<file path="src/include/param_table_pkg.sv">
// Constants and types for the flash parameter table responder
`default_nettype none
package param_table_pkg;
    localparam logic [7:0] PARAM_SPACE_READ_CMD = 8'h5a;
    localparam logic [23:0] TABLE_START_POINTER = 24'h000030;
    localparam logic [7:0] LAST_TABLE_ADDR = 8'h3b;
    localparam int ADDR_BYTES = 3;
    localparam int DUMMY_BYTES = 1;
    localparam int SYNC_STAGES = 3;
    // Byte 30h and 31h fields
    localparam logic [1:0] ERASE_4K_CODE = 2'b01;
    localparam logic [1:0] ERASE_NO_4K_CODE = 2'b11;
    localparam logic WRITE_GRAN_64 = 1'b1;
    localparam logic WREN_REQUIRED = 1'b0;
    localparam logic WREN_OPCODE_SEL = 1'b0;
    localparam logic [2:0] BYTE30_FIXED_HI = 3'b111;
    localparam logic [7:0] ERASE_4K_OPCODE = 8'h20;
    // Byte 32h to 3Bh fields
    localparam logic FAST_112 = 1'b1;
    localparam logic [1:0] ADDR_WIDTH_CODE = 2'b00;
    localparam logic DTR_SUPPORT = 1'b0;
    localparam logic FAST_122 = 1'b1;
    localparam logic FAST_144 = 1'b1;
    localparam logic FAST_114 = 1'b1;
    localparam logic BYTE32_UNUSED = 1'b1;
    localparam logic [7:0] UNUSED_BYTE = 8'hff;
    localparam logic [31:0] DENSITY_DEFAULT = 32'h07ffffff;
    localparam logic [4:0] DUMMY_144 = 5'b00100;
    localparam logic [2:0] MODE_144 = 3'b010;
    localparam logic [7:0] OPCODE_144 = 8'heb;
    localparam logic [4:0] DUMMY_114 = 5'b01000;
    localparam logic [2:0] MODE_114 = 3'b000;
    localparam logic [7:0] OPCODE_114 = 8'h6b;

    typedef struct packed {
        logic sel_n;
        logic sclk;
        logic mosi;
    } serial_in_t;

    typedef enum logic [1:0] {
        ST_IDLE = 2'b00,
        ST_HDR = 2'b01,
        ST_DATA = 2'b10,
        ST_DONE = 2'b11
    } phase_t;
endpackage : param_table_pkg
`default_nettype wire

</file>
<file path="src/rtl/flash_param_table_rom.sv">
// Serial flash parameter-table read responder for bytes 30h to 3Bh
// How it works
// Select low, opcode 5Ah, three address bytes, one dummy, data until select
// Served table begins at table address 30h, the header's start pointer
// Byte 30h bits 1:0 report 01b; byte 31h returns opcode 20h
// Byte 30h bit 2 reports 1, write granularity 64 bytes or more
// Byte 30h bit 3 reports 0, no write enable for volatile status
// Byte 30h bit 4 reports 0, selecting opcode 50h
// Byte 30h bits 7:5 fixed at 111b, byte reads E5h
// Byte 32h flags all four fast-read forms plus unused bit, reads F1h
// Byte 32h address width code 00b, three address bytes only
// Byte 32h dual-edge clocking bit reports 0
// Byte 38h gives four dummy clocks and two mode bits, 44h
// Byte 39h returns 1-4-4 fast read opcode EBh
// Byte 3Ah gives eight dummy clocks, no mode bits, 08h
// Byte 3Bh returns 1-1-4 fast read opcode 6Bh
// Host treats all-zero dummy count as no dummy clocks
// Host treats zero mode-bit count as no mode bits
// Byte 33h reads FFh; density little-endian at 34h to 37h
// Bytes shift out MSB first, consecutive addresses while select low
`default_nettype none
module flash_param_table_rom #(
    parameter logic [31:0] DENSITY = param_table_pkg::DENSITY_DEFAULT
) (
    input wire logic core_clk,
    input wire logic rstn,
    input wire param_table_pkg::serial_in_t pins,
    output logic miso,
    output logic miso_oe
);
    import param_table_pkg::*;

    ////////////////////////////////////////////////////////////////////////
    // Three-stage pin synchronisers; only stages two and three are used
    logic [SYNC_STAGES-1:0] sync_sel_n;
    logic [SYNC_STAGES-1:0] sync_sclk;
    logic [SYNC_STAGES-1:0] sync_mosi;
    logic sel_n_q;
    logic sclk_q;

    always_ff @(posedge core_clk or negedge rstn) begin
        if (!rstn) begin
            sync_sel_n <= '1;
            sync_sclk <= '0;
            sync_mosi <= '0;
            sel_n_q <= 1'b1;
            sclk_q <= 1'b0;
        end else begin
            sync_sel_n <= {sync_sel_n[SYNC_STAGES-2:0], pins.sel_n};
            sync_sclk <= {sync_sclk[SYNC_STAGES-2:0], pins.sclk};
            sync_mosi <= {sync_mosi[SYNC_STAGES-2:0], pins.mosi};
            if (sync_sel_n[1] == sync_sel_n[2])
                sel_n_q <= sync_sel_n[2];
            if (sync_sclk[1] == sync_sclk[2])
                sclk_q <= sync_sclk[2];
        end
    end

    wire sclk_agree = (sync_sclk[1] == sync_sclk[2]);
    wire sclk_rise = sclk_agree && sync_sclk[2] && !sclk_q;
    wire sclk_fall = sclk_agree && !sync_sclk[2] && sclk_q;
    wire selected = !sel_n_q;
    wire mosi_bit = sync_mosi[2];

    ////////////////////////////////////////////////////////////////////////
    // Table contents
    wire [7:0] byte30 = {BYTE30_FIXED_HI, WREN_OPCODE_SEL, WREN_REQUIRED,
                         WRITE_GRAN_64, ERASE_4K_CODE};
    wire [7:0] byte32 = {BYTE32_UNUSED, FAST_114, FAST_144, FAST_122,
                         DTR_SUPPORT, ADDR_WIDTH_CODE, FAST_112};
    wire [7:0] byte38 = {MODE_144, DUMMY_144};
    wire [7:0] byte3a = {MODE_114, DUMMY_114};

    function automatic logic [7:0] table_byte(input logic [23:0] a);
        logic [7:0] v;
        v = UNUSED_BYTE;
        // Addresses outside the served window read as erased flash
        if (a[23:4] == TABLE_START_POINTER[23:4]) begin
            case (a[7:0])
                8'h30: v = byte30;
                8'h31: v = ERASE_4K_OPCODE;
                8'h32: v = byte32;
                8'h33: v = UNUSED_BYTE;
                8'h34: v = DENSITY[7:0];
                8'h35: v = DENSITY[15:8];
                8'h36: v = DENSITY[23:16];
                8'h37: v = DENSITY[31:24];
                8'h38: v = byte38;
                8'h39: v = OPCODE_144;
                8'h3a: v = byte3a;
                8'h3b: v = OPCODE_114;
                default: v = UNUSED_BYTE;
            endcase
        end
        return v;
    endfunction : table_byte

    ////////////////////////////////////////////////////////////////////////
    // Command sequencer; header = opcode + address + dummy, 40 clocks
    localparam int HDR_BITS = 8 * (1 + ADDR_BYTES + DUMMY_BYTES);
    phase_t phase;
    logic [5:0] bit_cnt;
    logic [31:0] hdr_shift;
    logic [23:0] addr;
    logic [7:0] out_shift;
    logic [2:0] out_cnt;

    wire [31:0] next_hdr = {hdr_shift[30:0], mosi_bit};
    wire hdr_last = (bit_cnt == 6'(HDR_BITS - 1));
    wire opcode_done = (bit_cnt == 6'd7);
    wire opcode_ok = ({hdr_shift[6:0], mosi_bit} == PARAM_SPACE_READ_CMD);
    wire [23:0] next_addr = addr + 24'h000001;

    always_ff @(posedge core_clk or negedge rstn) begin
        if (!rstn) begin
            phase <= ST_IDLE;
            bit_cnt <= '0;
            hdr_shift <= '0;
            addr <= '0;
            out_shift <= '0;
            out_cnt <= '0;
            miso <= 1'b0;
            miso_oe <= 1'b0;
        end else if (!selected) begin
            // Select high ends any transfer at once
            phase <= ST_IDLE;
            bit_cnt <= '0;
            miso_oe <= 1'b0;
            miso <= 1'b0;
        end else begin
            case (phase)
                ST_IDLE, ST_HDR: begin
                    if (sclk_rise) begin
                        hdr_shift <= next_hdr;
                        bit_cnt <= bit_cnt + 6'd1;
                        phase <= ST_HDR;
                        if (opcode_done && !opcode_ok)
                            phase <= ST_DONE;
                        if (bit_cnt == 6'd31)
                            addr <= next_hdr[23:0];
                        if (hdr_last) begin
                            phase <= ST_DATA;
                            out_shift <= table_byte(addr);
                            out_cnt <= 3'd0;
                        end
                    end
                end
                ST_DATA: begin
                    if (sclk_fall) begin
                        miso_oe <= 1'b1;
                        miso <= out_shift[7];
                        out_shift <= {out_shift[6:0], 1'b0};
                        out_cnt <= out_cnt + 3'd1;
                        if (out_cnt == 3'd7) begin
                            addr <= next_addr;
                            out_shift <= table_byte(next_addr);
                        end
                    end
                end
                ST_DONE: phase <= ST_DONE;
                default: phase <= ST_IDLE;
            endcase
        end
    end

    ////////////////////////////////////////////////////////////////////////
    wire unused_ok = (LAST_TABLE_ADDR != 8'h00) &&
                     (ERASE_NO_4K_CODE != ERASE_4K_CODE);

    byte_fixed_a: assert property (
        @(posedge core_clk) disable iff (!rstn)
        byte30 == 8'he5 && byte32 == 8'hf1 && unused_ok)
        else $error("fixed table bytes wrong");
    fast_bytes_a: assert property (
        @(posedge core_clk) disable iff (!rstn)
        byte38 == 8'h44 && byte3a == 8'h08)
        else $error("fast read descriptors wrong");
    opc_bytes_a: assert property (
        @(posedge core_clk) disable iff (!rstn)
        table_byte(24'h000039) == 8'heb && table_byte(24'h00003b) == 8'h6b)
        else $error("fast read opcodes wrong");
    erase_opc_a: assert property (
        @(posedge core_clk) disable iff (!rstn)
        table_byte(24'h000031) == 8'h20 && table_byte(24'h000030) == 8'he5)
        else $error("erase opcode wrong");
    density_le_a: assert property (
        @(posedge core_clk) disable iff (!rstn)
        table_byte(24'h000034) == DENSITY[7:0] &&
        table_byte(24'h000033) == 8'hff)
        else $error("density order wrong");
    deselect_off_a: assert property (
        @(posedge core_clk) disable iff (!rstn)
        !selected |=> !miso_oe && phase == ST_IDLE)
        else $error("output alive after deselect");
    msb_first_a: assert property (
        @(posedge core_clk) disable iff (!rstn)
        (selected && phase == ST_DATA && sclk_fall) |=>
        miso == $past(out_shift[7]))
        else $error("bit order wrong");
    addr_step_a: assert property (
        @(posedge core_clk) disable iff (!rstn)
        (selected && phase == ST_DATA && sclk_fall && out_cnt == 3'd7) |=>
        addr == $past(addr) + 24'h000001)
        else $error("address did not step");
    hdr_end_a: assert property (
        @(posedge core_clk) disable iff (!rstn)
        (selected && phase == ST_HDR && sclk_rise && hdr_last) |=>
        phase == ST_DATA)
        else $error("data phase not entered");
    // The line must stay released through the header and after a bad opcode
    quiet_hdr_a: assert property (
        @(posedge core_clk) disable iff (!rstn)
        phase != ST_DATA |-> !miso_oe)
        else $error("output driven outside data phase");
    // The host samples on its rising clock, so a bit must stand until a fall
    bit_stands_a: assert property (
        @(posedge core_clk) disable iff (!rstn)
        (selected && phase == ST_DATA && !sclk_fall) |=> $stable(miso))
        else $error("data bit changed between falls");
    oe_holds_a: assert property (
        @(posedge core_clk) disable iff (!rstn)
        (selected && phase == ST_DATA && miso_oe) |=> miso_oe)
        else $error("output enable dropped while selected");
endmodule : flash_param_table_rom
`default_nettype wire

</file>
<file path="config.mk">
export PLATFORM = sky130hd
export DESIGN_NAME = flash_param_table_rom
export DESIGN_NICKNAME = d
export VERILOG_FILES = /design/src/include/param_table_pkg.sv /design/src/rtl/flash_param_table_rom.sv
export SDC_FILE = /design/constraint.sdc
export NUM_CORES = 1
export LEC_CHECK = 0
export BUFFER_PORTS_ARGS = -buffer_cell sky130_fd_sc_hd__buf_2
export CAP_MARGIN = 30
export CORE_MARGIN = 3
export CORE_UTILIZATION = 30
export CTS_CLUSTER_DIAMETER = 60
export CTS_CLUSTER_SIZE = 24
export DETAILED_ROUTE_END_ITERATION = 12
export GPL_ROUTABILITY_DRIVEN = 0
export GPL_TIMING_DRIVEN = 0
export PLACE_DENSITY_LB_ADDON = 0.08
export SLEW_MARGIN = 30
export SYNTH_ARGS = -nofsm -noshare
export SYNTH_HDL_FRONTEND = slang
export SYNTH_SLANG_ARGS = --single-unit
</file>
<file path="constraint.sdc">
create_clock -name core_clk -period 2.6 [get_ports core_clk]
set_clock_uncertainty 0.2 [all_clocks]
set_input_delay 0.52 -clock core_clk [delete_from_list [all_inputs] [get_ports core_clk]]
set_output_delay 0.52 -clock core_clk [all_outputs]
set_load 0.03 [all_outputs]
</file>
# ---- Word-level counts from Yosys, hierarchy flattened
# Index checks and enable logic that the tools add are counted.
dict set report totals {
  inputBits 5
  output_inout_bits 2
  elab_cells 105
  regBits 79
}
dict set report classes {
  n_reduce_logical 22
  n_eq_ne 34
  add_sub_neg 3
  mux 32
  bitwise_logic 1
}
# cell count
set ops {}
lappend ops {{8-bit by 6-bit equality test with 1-bit output (second input constant)} 16}
lappend ops {{8-bit case mux with 8 select lines} 2}
lappend ops {{24-bit 2-to-1 mux} 4}
lappend ops {{8-bit 2-to-1 mux} 6}
lappend ops {{24-bit case mux with 2 select lines} 1}
lappend ops {{20-bit by 2-bit equality test with 1-bit output (second input constant)} 2}
lappend ops {{24-bit by 1-bit adder with 24-bit output (second input constant)} 1}
lappend ops {{6-bit 2-to-1 mux} 3}
lappend ops {{8-bit case mux with 2 select lines} 1}
lappend ops {{2-bit != test (second input constant)} 5}
lappend ops {{2-bit nonzero test} 5}
lappend ops {{3-bit 2-to-1 mux} 3}
lappend ops {{8-bit by 7-bit equality test with 1-bit output (second input constant)} 1}
lappend ops {{2-bit 2-to-1 mux} 4}
lappend ops {{6-bit by 1-bit adder with 6-bit output (second input constant)} 1}
lappend ops {{6-bit by 3-bit equality test with 1-bit output (second input constant)} 1}
lappend ops {{6-bit by 5-bit equality test with 1-bit output (second input constant)} 1}
lappend ops {{6-bit equality test (second input constant)} 1}
lappend ops {{1-bit 2-to-1 mux} 6}
lappend ops {{3-bit case mux with 2 select lines} 1}
lappend ops {{2-bit AND reduction} 3}
lappend ops {{6-bit AND reduction} 1}
lappend ops {{1-bit logical AND} 5}
lappend ops {{5-bit AND reduction} 1}
lappend ops {{13 further kinds} 17}

# ---- Depth between registers and ports, before layout
# Gate-level depths: netlist of run 1.
dict set report logic_depth {
  word_depth 8
  depth_mapped 10
  mapped_depth_nobuf 8
}

# ---- Worst setup path after synthesis of run 1
# Ideal clock, no wire load.
dict set report synth_path {
  path_type {register to register}
  from {reg addr[0]}
  to {reg out_shift[1]}
  setup_slack_ns 0.108
  path_stages_with_launch 10
  required_time_ns 2.259
  synth_period_minus_slack_ns 2.492
  setup_ns 0.141
  t_arrival_ns 2.150
  path_buffers 1
  path_cell_list {dfrtp_1 inv_1 ha_1 clkbuf_1 nor2b_1 o21a_1 a211oi_1 a221o_1 nor4_1 a21oi_1}
}
dict set report synth_between {
  elab_chain_cells 7
}
# element line_no
set synth_lines {}
lappend synth_lines {{start, declared} flash_param_table_rom.sv:104} ;# logic [23:0] addr;
lappend synth_lines {{start signal, assigned} flash_param_table_rom.sv:140} ;# addr <= next_hdr[23:0];
lappend synth_lines {{start signal, assigned} flash_param_table_rom.sv:155} ;# addr <= next_addr;
lappend synth_lines {{24-bit by 1-bit adder with 24-bit output} flash_param_table_rom.sv:112} ;# wire [23:0] next_addr = addr + 24'h000001;
lappend synth_lines {{8-bit by 6-bit equality test with 1-bit output} flash_param_table_rom.sv:79} ;# case (a[7:0])
lappend synth_lines {{8-bit case mux with 8 select lines} flash_param_table_rom.sv:79}
lappend synth_lines {{8-bit 2-to-1 mux} flash_param_table_rom.sv:78} ;# if (a[23:4] == TABLE_START_POINTER[23:4]) begin
lappend synth_lines {{8-bit 2-to-1 mux} flash_param_table_rom.sv:154} ;# if (out_cnt == 3'd7) begin
lappend synth_lines {{8-bit 2-to-1 mux} flash_param_table_rom.sv:149} ;# if (sclk_fall) begin
lappend synth_lines {{8-bit case mux with 2 select lines *} flash_param_table_rom.sv:131} ;# case (phase)
lappend synth_lines {{end signal, assigned} flash_param_table_rom.sv:143} ;# out_shift <= table_byte(addr);
lappend synth_lines {{end signal, assigned} flash_param_table_rom.sv:152} ;# out_shift <= {out_shift[6:0], 1'b0};
lappend synth_lines {{end signal, assigned} flash_param_table_rom.sv:156} ;# out_shift <= table_byte(next_addr);
lappend synth_lines {{end, declared} flash_param_table_rom.sv:105} ;# logic [7:0] out_shift;
# Every way passes the cells marked *; elsewhere a longest branch is shown, timed or not. The select of a mux whose other input is x is not followed.
# A chain may end at the register's enable or synchronous reset.

# ---- Worst setup path after layout of run 1
dict set report layout_path {
  from {reg addr[1]}
  to {reg out_shift[5]}
}
# Same word-level chain as after synthesis.

==> results of run 1 <==
[metrics by stage]
| step | utilization [%] | cell area (µm²) | instances |
|---|---|---|---|
| after floorplan | - | 4700 | 503 |
| after global placement | 32.8 | 5000 | 720 |
| after detailed placement | 33.0 | 5030 | 721 |
| after CTS | 36.0 | 5490 | 744 |
| after global routing | 37.3 | 5690 | 750 |
| final | 37.3 | 5690 | 750 |
[cell type report]
cell class / instances / area [µm²]
inverter: 10 / 40.0
clock inverter: 7 / 48.8
sequential: 79 / 1990
multi-input combinational: 374 / 2720
timing repair buffer: 25 / 213
buffer: 35 / 194
tap: 211 / 264
fill: 1540 / 9570
clock buffer: 9 / 225
[worst paths after layout]
check	from	end	cells after the start	slack, ns
setup / recovery	addr[1]	out_shift[5]	10	0.05
hold / removal	pins[2]	sync_sel_n[0]	1	0.07
setup reg to reg	addr[1]	out_shift[5]	10	0.05
hold reg to reg	sync_mosi[1]	sync_mosi[2]	0	0.15
max in group asynchronous	rstn	sync_sel_n[1]	3	1.18
min in group asynchronous	rstn	bit_cnt[4]	2	0.44
[report_power, final]
part,switching [mW],internal [mW]
registers,0.0632,1.30
logic,0.0746,0.0825
clock network,0.543,0.648
total,0.680,2.03
[per-layer routing]
layer / wire [µm] / vias up / global-route usage (%)
li1: - / 1944 / -
met1: 6940 / 2050 / 24.4
met2: 6170 / 83 / 24.8
met3: 473 / 18 / 3.10
met4: 292 / 0 / 5.19
met5: 0 / - / 0
[flip-flops by register name, indices dropped and copies added, names as in the netlist, 2 cells and up]
register / count
addr: 24
bit_cnt: 6
out_shift: 8
sync_mosi: 3
sync_sclk: 3
sync_sel_n: 3
out_cnt: 3
phase: 2
hdr_shift: 23
[placed cells by master (no fill, tap or decap), types with 6 or more instances in the layout]
master / Yosys / final
sky130_fd_sc_hd__mux2_2: 23 / 23
sky130_fd_sc_hd__nand2_1: 33 / 33
sky130_fd_sc_hd__a21oi_1: 40 / 39
sky130_fd_sc_hd__xor2_1: 7 / 6
sky130_fd_sc_hd__clkbuf_16: 0 / 9
sky130_fd_sc_hd__nor2_1: 41 / 40
sky130_fd_sc_hd__o22ai_1: 14 / 14
sky130_fd_sc_hd__a2bb2oi_1: 8 / 8
sky130_fd_sc_hd__buf_2: 14 / 13
sky130_fd_sc_hd__clkbuf_1: 22 / 11
sky130_fd_sc_hd__buf_6: 1 / 7
sky130_fd_sc_hd__nand4_1: 10 / 10
sky130_fd_sc_hd__inv_1: 10 / 8
sky130_fd_sc_hd__dfrtp_1: 75 / 72
sky130_fd_sc_hd__o21ai_0: 33 / 33
sky130_fd_sc_hd__clkbuf_2: 1 / 6
sky130_fd_sc_hd__buf_4: 1 / 15
sky130_fd_sc_hd__xnor2_1: 10 / 10
sky130_fd_sc_hd__nand3_1: 17 / 17
sky130_fd_sc_hd__nor4_1: 11 / 6
sky130_fd_sc_hd__nor3_1: 9 / 8
[cell families after synthesis]
kind of cell,synth area share [%]
xor gates and xnor gates,3.16
muxes,6.14
adders and majority gates,2.61
AOI/OAI and AO/OA,21.7
and+or+nand+nor,19.6
buffers and inverters,4.63
DFF,42.1
[repair_timing]
item,CTS,global route
setup buffers,8,10
pin swaps,4,9
gates resized for setup,30,35
endpoints found under the hold margin,34,0
setup endpoints to repair,51,25
hold buffers,1,0
==> summary by stage, run 1 <==
Status
The flow ran to the end, and the final reports show no timing, DRC or antenna violations.

Route
The number of optimization iterations in the first detailed-route pass is 4. The DRC violations left is 0. The detailed-route wire length per cell is about 18 µm. The first routing iteration left around 280 violations. The routed layout has 4,095 vias. In this run the remaining antenna-violating nets after routing total 0.

The final layout contains routed wiring with a total length of 13.9 mm. In the routed layout, each cell is associated on average with a via count of roughly 5.5.

Cells and area
After the last flow step, the layout net total stands at ~550. The area growth from synthesis to final layout is 21.0%. The repair_antennas step left the layout with diodes totalling 0. In the final layout, the share of cells above drive strength 1 is roughly 25%.

Worst setup path
Traced cell by cell, the critical path runs through buf_6 > ha_4 > nand4_1 > buf_6 > nor3_4 > xnor2_1 > o311ai_2 > nor4_4 > buf_6 > a221oi_2. On the critical path, the stage with the largest delay is an instance of sky130_fd_sc_hd__dfrtp_2. The top fanout value on the critical path is 8.

The worst setup path is launched from a flip-flop. The critical path is of the flip-flop to flip-flop type. The worst setup path is captured at a flip-flop. The critical path's largest stage delay is 0.41 ns. The family with the most delay on the worst path is compound AO/OA/AOI/OAI gates. Counting both buffers and inverters, the worst setup path holds a total of 3. For the worst setup path, the data required time is between 2 and 3 ns. The cell that appears most often on the critical path is sky130_fd_sc_hd__buf_6.

Data on the critical path arrives at its endpoint at between 2 and 3 ns.

Synthesis
Counting distinct cell types in the post-synthesis netlist gives 71. In the post-synthesis netlist, the biggest area contributors are sky130_fd_sc_hd__dfrtp_1 (40%), sky130_fd_sc_hd__mux2_2 (5.5%), sky130_fd_sc_hd__a21oi_1 (4.3%), sky130_fd_sc_hd__o21ai_0 (3.5%), sky130_fd_sc_hd__nor2_1 (3.3%). The fraction of synthesis flops using an asynchronous set or reset pin is 100%. Counting flops and latches in the post-synthesis netlist gives 79.

The count of yosys warnings during synthesis is 0. After synthesis the cells add up to about 0.0047 mm². Counting flops with a built-in enable in the synthesized netlist gives 0. The mean cell area of the mapped netlist is between 9 and 10 µm². In the synthesized netlist the dominant register cell turns out to be sky130_fd_sc_hd__dfrtp_1. The cell with the most instances after synthesis is sky130_fd_sc_hd__dfrtp_1. Of the post-synthesis cell area, the dominant cell type holds 39.9%. Sequential elements use 42.1% of the synthesized area. The synthesized design spends more area on one cell type than any other, namely sky130_fd_sc_hd__dfrtp_1. Synthesis produced a netlist with a net count of 517.

The number of instances in the synthesized netlist is 503. After synthesis, the most frequently instantiated cells are sky130_fd_sc_hd__dfrtp_1 (75), sky130_fd_sc_hd__nor2_1 (41), sky130_fd_sc_hd__a21oi_1 (40).

Clock tree
Buffers inserted during clock tree synthesis total 9. The maximum root-to-sink buffer count is 2. The root buffer cell is sky130_fd_sc_hd__clkbuf_16. The clock reaches the later pin of the worst-skew pair after 0.35 ns. The clock tree synthesis step divided the H-tree into 3 levels. The clock transition time at the flip-flop clock pins of the worst setup and hold paths is 0.07 ns. TritonCTS built the clock tree. The clock drives 79 sinks.

Hold path
In this run the worst hold path is classified as primary input to flip-flop.

Placement
In this run the tool buffered the top-level ports with 6 buffer cells. The detailed placer's ending HPWL is slightly below 10 mm. At the placement stage, the worst setup path has a slack of -0.441 ns.

GRT
The number of antenna violations at the first check in global routing is 0. Entering global routing, the biggest net connects 46 pins. The first-pass GRT wire length is 22.8 mm.

The remaining global-route overflow is 0. The via count of the first global-routing pass is approximately 4,000. The global routing usage summed across all routing layers is between 10% and 20%.

Timing
The smallest clock period supported by the final layout is computed as ~2.5 ns. Setup violations remaining at the end of the flow were counted as 0. For the pin with the worst max-slew slack, the measured transition is between 0.6 and 0.7 ns. Setup slack on the critical path of the routed design comes to 0.0509 ns.

The final setup TNS is 0 ns. Of the available clock period, the critical path in the final layout requires a little over nine tenths. The count of pins over their slew limit is 0. The number of endpoints with negative hold slack in the final report is 0. The worst relative slew slack is a little over half. Setup repair after global routing could not meet its margin everywhere. The tightest hold margin is between 0.06 and 0.07 ns. Derived from the worst setup path, the maximum achievable clock frequency is about 390 MHz.

Floorplan
The core region area is ~0.015 mm². Row generation in the floorplan step produced 45 rows. For this configuration, the core starts out at a cell density of 30.8%.

The height of the chip is around 130 µm. During I/O placement, the number of pins put on the boundary was 7. In this run the horizontal extent of the chip is between 100 and 150 µm. The die covers between 0.015 and 0.02 mm².

Power and ir drop
The ratio of total power to cell area is 476 mW/mm². For this design the static power due to leakage is between 2 and 2.5 nW. VDD sags by at most between 0.4 and 0.5 mV. Total power for the finished layout comes to ~2.7 mW.

Run
The number of max-capacitance violations reported is 0.
No activity file was read; power rests on OpenSTA's default activity.
==> run 2: changes to the inputs <==
- TNS_END_PERCENT: unset -> 10
- clock period: 2.6 -> 2.3 ns (I/O delays scaled with it)
==> summary by stage, run 2 (synthesis results as in run 1) <==
Cells and area
The area occupied by multi-input gates is 0.00277 mm² (was 0.00272 mm²). The final design utilization is 38.0% (was 37.3%). The most common library cell in the layout ignoring fill and taps is sky130_fd_sc_hd__dfrtp_1 (unchanged). The ratio of cells with drive above 1 in the final layout is 27.3% (was 25.4%). The register area is 0.00199 mm² (unchanged).

The design area is 0.00580 mm² (was 0.00569 mm²). Registers with the highest flip-flop counts: addr (24), hdr_shift (23), out_shift (8) (unchanged). The number of flip-flops under the largest register name came to 24 (unchanged). The total inserted antenna cells is 0 (unchanged).

The area growth from synthesis to final layout was 23.4% (was 21.0%). The register with the most flip-flops is addr (unchanged). The count of filler cells inserted in the layout is 1,525 (was 1,540). The number of nets in the layout is 548 (unchanged).

Commonest non-fill, non-tap cells in the layout: sky130_fd_sc_hd__dfrtp_1 (72), sky130_fd_sc_hd__a21oi_1 (40), sky130_fd_sc_hd__nor2_1 (39) (was sky130_fd_sc_hd__dfrtp_1 (72), sky130_fd_sc_hd__nor2_1 (40), sky130_fd_sc_hd__a21oi_1 (39)).

GRT
The via count of the first global-routing pass is 3,986 (was 4,015). The global routing usage summed across all routing layers is 16.5% (was 16.6%). The remaining global-route overflow is 0 (unchanged). The maximum number of pins on one net before global-route repair is 43 (was 46). The number of antenna violations at the first check in global routing is 0 (unchanged). The first-pass GRT wire length came to 22.6 mm (was 22.8 mm).

Hold path
The type of the worst min-delay path is primary input to flip-flop (unchanged). The depth of the worst hold-timing path is 1 (unchanged). The worst hold path startpoint was pins[2] (unchanged). The end point of the worst hold path is sync_sel_n[0] (unchanged).

Clock tree
The clock transition time at the flip-flop clock pins of the worst setup and hold paths was 0.06 ns (was 0.07 ns). The maximum root-to-sink buffer count came to 2 (unchanged). The clock insertion delay at the later pin of the skew report is 0.35 ns (about the same). The total CTS buffers is 9 (unchanged).

The root buffer cell is sky130_fd_sc_hd__clkbuf_16 (unchanged). The clock tree from TritonCTS is done (unchanged). The number of levels the H-tree was split into is 3 (unchanged).

The clock sink count is 79 (unchanged).

Worst setup path
The cell depth of the worst flop-to-flop path is 9 (was 10). The type of element capturing the critical path was a flip-flop (unchanged). The minimum setup slack among reg-to-reg paths was -0.22 ns (was 0.05 ns). The launching point of the worst reg2reg path is addr[1] (unchanged). The top fanout value on the critical path was 7 (was 8). The capturing point of the worst reg2reg path is out_shift[5] (unchanged).

The critical setup path kind was flip-flop to flip-flop (unchanged). The data required time at the worst endpoint is 2.35 ns (was 2.66 ns). The data arrival time at the worst-slack endpoint is 2.58 ns (was 2.60 ns).

The nature of the critical path startpoint is a flip-flop (unchanged).

Status
Result of the run: finished with violations (was finished, final reports clean). The final reports fail on setup timing.

Timing
The clock period minus final worst setup slack is 2.52 ns (was 2.55 ns). The transition time of the tightest slew-check pin came to 0.725 ns (was 0.683 ns). The number of endpoints with negative hold slack in the final report is 0 (unchanged). The fmax is 397 MHz (was 392 MHz). RSZ-0062 raised after global routing: yes (unchanged). The slack of the critical path is -0.221 ns (was 0.0509 ns). The setup violation total in the final timing report is 8 (was 0). The post-route clock period utilization came to 110% (was 98.0%). The worst relative slew slack is 51.7% (was 54.5%).

The count of pins over their slew limit was 0 (unchanged).

Placement
The total cell area at the placement stage came to 0.00512 mm² (was 0.00503 mm²). The detailed placer's ending HPWL is 9.80 mm (was 9.76 mm). The number of input and output port buffers inserted is 6 (unchanged).

Floorplan
The core region area is 0.0153 mm² (unchanged). The top-level I/O count was 7 (unchanged). The starting density of the core is 30.8% (unchanged).

The die width is 131 µm (unchanged). The number of core rows is 45 (unchanged). The height of the chip is 131 µm (unchanged). The full die area is 0.0172 mm² (unchanged).

Route
The number of nets still failing antenna checks after routing is 0 (unchanged). The detailed-route wire length per cell is 18.8 µm (was 18.5 µm). The detailed router's first-iteration violation count is 280 (was 277). The via count of the routed design is 4,114 (was 4,095).

The DRC violations left was 0 (unchanged). The overall routed net length is 14.1 mm (was 13.9 mm). The number of optimization iterations in the first detailed-route pass came to 6 (was 4). The number of vias per cell is 5.49 (was 5.46).

Power and ir drop
The peak supply drop is 0.386 mV (was 0.414 mV). The leakage power total is 2.38 nW (was 2.29 nW). The ratio of total power to cell area is 580 mW/mm² (was 476 mW/mm²).

Run
The number of max-capacitance violations reported is 0 (unchanged).
-- run 2: power breakdown --
group          switching, mW  internal [mW]  total, mW
Combinational         0.0842         0.0934      0.178
Sequential            0.0721           1.46       1.54
Clock                  0.593           1.06       1.65
-- run 2: worst max-delay path by stage --
stage          startpoint      endpoint  slack (ns)  depth (start not counted)
6_report          addr[1]  out_shift[5]       -0.22                          9
4_1_cts           addr[0]  out_shift[5]       -0.30                         10
3_5_place_dp   out_cnt[0]       addr[5]       -0.53                         10
3_3_place_gp   out_cnt[0]      addr[17]       -0.58                          9
5_1_grt        bit_cnt[0]  out_shift[2]       -0.35                          8
2_1_floorplan     addr[0]  out_shift[3]      -0.007                          8
-- run 2: per-layer routing --
| metal | global-route usage [%] | vias up | wire, µm |
|---|---|---|---|
| li1 | - | 1939 | - |
| met1 | 22.8 | 2030 | 6620 |
| met2 | 24.6 | 114 | 6320 |
| met3 | 3.94 | 31 | 694 |
| met4 | 7.53 | 0 | 490 |
| met5 | 0 | - | 0 |
-- run 2: timing repair --
item | 4_1_cts | 5_1_grt
hold buffers | 1 | 0
setup endpoints to repair | 57 | 36
endpoints found under the hold margin | 33 | 0
buffers inserted | 12 | 6
pin swaps | 7 | 12
gates resized for setup | 28 | 29
-- run 2: cell type report --
type                       count  area share [%]
inverter                      10           0.647
buffer                        35            3.51
timing repair buffer          25            3.54
tap                          211            4.55
clock buffer                  10            3.94
multi-input combinational    374            47.7
clock inverter                 6            1.88
sequential                    79            34.2
-- run 2: worst max-delay path, cell delays in order, from the launching register on --
cell	delay [ns]
sky130_fd_sc_hd__dfrtp_2	0.42
sky130_fd_sc_hd__buf_4	0.16
sky130_fd_sc_hd__nand4_4	0.17
sky130_fd_sc_hd__or3_1	0.40
sky130_fd_sc_hd__buf_4	0.19
sky130_fd_sc_hd__o31ai_2	0.23
sky130_fd_sc_hd__a211o_1	0.22
sky130_fd_sc_hd__nor4_4	0.07
sky130_fd_sc_hd__buf_6	0.15
sky130_fd_sc_hd__a221oi_2	0.22
-- run 2: metrics by stage --
step / worst slack (ns) / instances / TNS (ns) / total power, mW / hold WS, ns
finish: -0.221 / 750 / -1.45 / 3.37 / 0.0166
detailed placement: -0.530 / 721 / -20.01 / 1.74 / 0.136
CTS: -0.304 / 747 / -1.95 / 3.42 / 0.00376
floorplan: -0.00721 / 503 / -0.0125 / 1.65 / -0.0356
global route: -0.346 / 750 / -3.11 / 3.50 / 0.00598
global placement: -0.583 / 720 / -33.42 / 1.74 / 0.134
==> run 3: changes to the inputs <==
- CORE_UTILIZATION: 30 -> 50
==> summary by stage, run 3 (synthesis results as in run 1) <==
GRT
The global-route met3 utilization is 4.74% (was 3.94%). The global routing usage summed across all routing layers is 25.6% (was 16.5%). The number of antenna violations at the first check in global routing is 0 (unchanged). The maximum number of pins on one net before global-route repair is 52 (was 43). The busiest layer in global routing is met1 (was met2). The via count of the first global-routing pass is 3,980 (was 3,986). The met2 demand-to-capacity share in global routing is 37.0% (was 24.6%).

The global-route track usage on met1 came to 39.0% (was 22.8%). The first-pass GRT wire length was 21.0 mm (was 22.6 mm). The remaining global-route overflow is 0 (unchanged).

Placement
The detailed placer's ending HPWL is 8.80 mm (was 9.80 mm). The total cell area at the placement stage is 0.00499 mm² (was 0.00512 mm²). The minimum setup slack after placement is -0.564 ns (was -0.530 ns). The number of input and output port buffers inserted is 6 (unchanged).

Route
The via count of the routed design was 4,310 (was 4,114). The DRC violations left is 0 (unchanged). The number of nets still failing antenna checks after routing is 0 (unchanged). The number of optimization iterations in the first detailed-route pass is 5 (was 6). The overall routed net length is 13.0 mm (was 14.1 mm). The number of vias per cell is 6.55 (was 5.49).

The detailed-route wire length per cell came to 19.7 µm (was 18.8 µm). The detailed router's first-iteration violation count came to 282 (was 280).

Cells and area
Commonest non-fill, non-tap cells in the layout: sky130_fd_sc_hd__dfrtp_1 (73), sky130_fd_sc_hd__nor2_1 (39), sky130_fd_sc_hd__a21oi_1 (38) (was sky130_fd_sc_hd__dfrtp_1 (72), sky130_fd_sc_hd__a21oi_1 (40), sky130_fd_sc_hd__nor2_1 (39)). The number of flip-flops under the largest register name was 24 (unchanged). Registers with the highest flip-flop counts: addr (24), hdr_shift (23), out_shift (8) (unchanged).

The register with the most flip-flops is addr (unchanged). The ratio of cells with drive above 1 in the final layout is 30.9% (was 27.3%). The design area is 0.00574 mm² (was 0.00580 mm²). The final design utilization was 64.3% (was 38.0%). The area growth from synthesis to final layout is 22.1% (was 23.4%). The most common library cell in the layout ignoring fill and taps was sky130_fd_sc_hd__dfrtp_1 (unchanged). The total inserted antenna cells is 0 (unchanged).

The number of nets in the layout came to 559 (was 548).

Worst setup path
The data arrival time at the worst-slack endpoint is 2.62 ns (was 2.58 ns). The launching point of the worst reg2reg path is addr[0] (was addr[1]). The top fanout value on the critical path is 10 (was 7). The data required time at the worst endpoint is 2.34 ns (was 2.35 ns). The capturing point of the worst reg2reg path is out_shift[0] (was out_shift[5]). The cell depth of the worst flop-to-flop path came to 7 (was 9).

CP cell instances: ha_4 > buf_2 > nand2_1 > a2bb2oi_1 > a221o_2 > nor4_2 > a21oi_1 (was buf_4 > nand4_4 > or3_1 > buf_4 > o31ai_2 > a211o_1 > nor4_4 > buf_6 > a221oi_2). The type of element capturing the critical path was a flip-flop (unchanged). The critical setup path kind is flip-flop to flip-flop (unchanged). The slowest library cell on the worst path was sky130_fd_sc_hd__dfrtp_2 (unchanged). The minimum setup slack among reg-to-reg paths was -0.28 ns (was -0.22 ns). The critical path's largest stage delay is 0.48 ns (was 0.42 ns).

The nature of the critical path startpoint is a flip-flop (unchanged).

Timing
The post-route clock period utilization is 112% (was 110%). The clock period minus final worst setup slack is 2.58 ns (was 2.52 ns). The transition time of the tightest slew-check pin came to 0.731 ns (was 0.725 ns). The fmax is 388 MHz (was 397 MHz). The tightest hold margin is 0.153 ns (was 0.0166 ns). The count of pins over their slew limit is 0 (unchanged). The worst relative slew slack is 51.3% (was 51.7%). The final setup TNS was -1.82 ns (was -1.45 ns). The slack of the critical path is -0.277 ns (was -0.221 ns). The number of endpoints with negative hold slack in the final report is 0 (unchanged).

RSZ-0062 raised after global routing: yes (unchanged). The setup violation total in the final timing report is 8 (unchanged).

Clock tree
The clock tree from TritonCTS is done (unchanged). The clock insertion delay at the later pin of the skew report is 0.37 ns (was 0.35 ns). The clock sink count was 79 (unchanged). The clock transition time at the flip-flop clock pins of the worst setup and hold paths came to 0.09 ns (was 0.06 ns). The root buffer cell is sky130_fd_sc_hd__clkbuf_8 (was sky130_fd_sc_hd__clkbuf_16).

The total CTS buffers came to 9 (unchanged). The number of levels the H-tree was split into came to 3 (unchanged). The maximum root-to-sink buffer count was 2 (unchanged).

Hold path
The type of the worst min-delay path is flip-flop to flip-flop (was primary input to flip-flop). The end point of the worst hold path was sync_mosi[2] (was sync_sel_n[0]). The worst hold path startpoint is sync_mosi[1] (was pins[2]). The depth of the worst hold-timing path is 0 (was 1).

Power and ir drop
The peak supply drop is 0.681 mV (was 0.386 mV). The ratio of total power to cell area is 469 mW/mm² (was 580 mW/mm²). The leakage power total is 2.36 nW (was 2.38 nW).

Floorplan
The number of core rows is 34 (was 45). The core region area is 0.00893 mm² (was 0.0153 mm²). The full die area is 0.0106 mm² (was 0.0172 mm²). The die width is 103 µm (was 131 µm). The starting density of the core is 52.7% (was 30.8%). The top-level I/O count was 7 (unchanged).

The height of the chip came to 103 µm (was 131 µm).

Status
Violated checks: setup timing (unchanged). Result of the run: finished with violations (unchanged).

Run
The number of max-capacitance violations reported is 0 (unchanged).
[run 3: critical path, delay by kind of cell, from the launching register on]
kind / cells / cell delay [ns]
adders and majority gates: 1 / 0.24
buffers and inverters: 1 / 0.24
and+or+nand+nor: 2 / 0.50
DFF: 1 / 0.48
AOI/OAI and AO/OA: 3 / 0.79
[run 3: cell type report]
type                    instances  area (µm²)
clock inverters                 7        53.8
fillers                       726        3190
multi-input cells             374        2880
well taps                     108         135
plain buffers                  36         215
flip-flops and latches         79        1980
repair buffers                 35         303
clock buffers                   9         124
inverters                      10        45.0
[run 3: how the worst max path moves through the flow]
stage,start,to,slack (ns),depth (start not counted)
floorplan,addr[0],out_shift[3],-0.007,8
global placement,bit_cnt[0],out_shift[0],-0.56,7
detailed placement,bit_cnt[0],out_shift[0],-0.56,7
CTS,addr[1],out_shift[0],-0.21,9
global route,addr[1],out_shift[0],-0.34,9
finish,addr[0],out_shift[0],-0.28,7
[run 3: per-layer routing]
layer  wire [µm]  share of wire [%]
met1        5980                 46
met2        5840                 45
met3        1000                7.7
met4         175                1.3
met5           0                  0
[run 3: timing repair]
item | 4_1_cts | 5_1_grt
endpoints found under the hold margin | 31 | 0
pin swaps | 19 | 18
resized for setup | 43 | 52
endpoints found under the setup margin | 56 | 44
buffers inserted | 15 | 10
hold buffers | 4 | 0
[run 3: power breakdown]
part           total [mW]  leakage (nW)  internal, mW  switching, mW
registers            1.54          1.06          1.46         0.0740
logic               0.185          1.22        0.0970         0.0884
clock network       0.972        0.0827         0.401          0.572
[run 3: stage by stage]
stage	total power, mW	std cells
floorplan	1.65	503
CTS	2.73	648
global route	2.82	658
detailed placement	1.74	618
finish	2.69	658
global placement	1.73	617
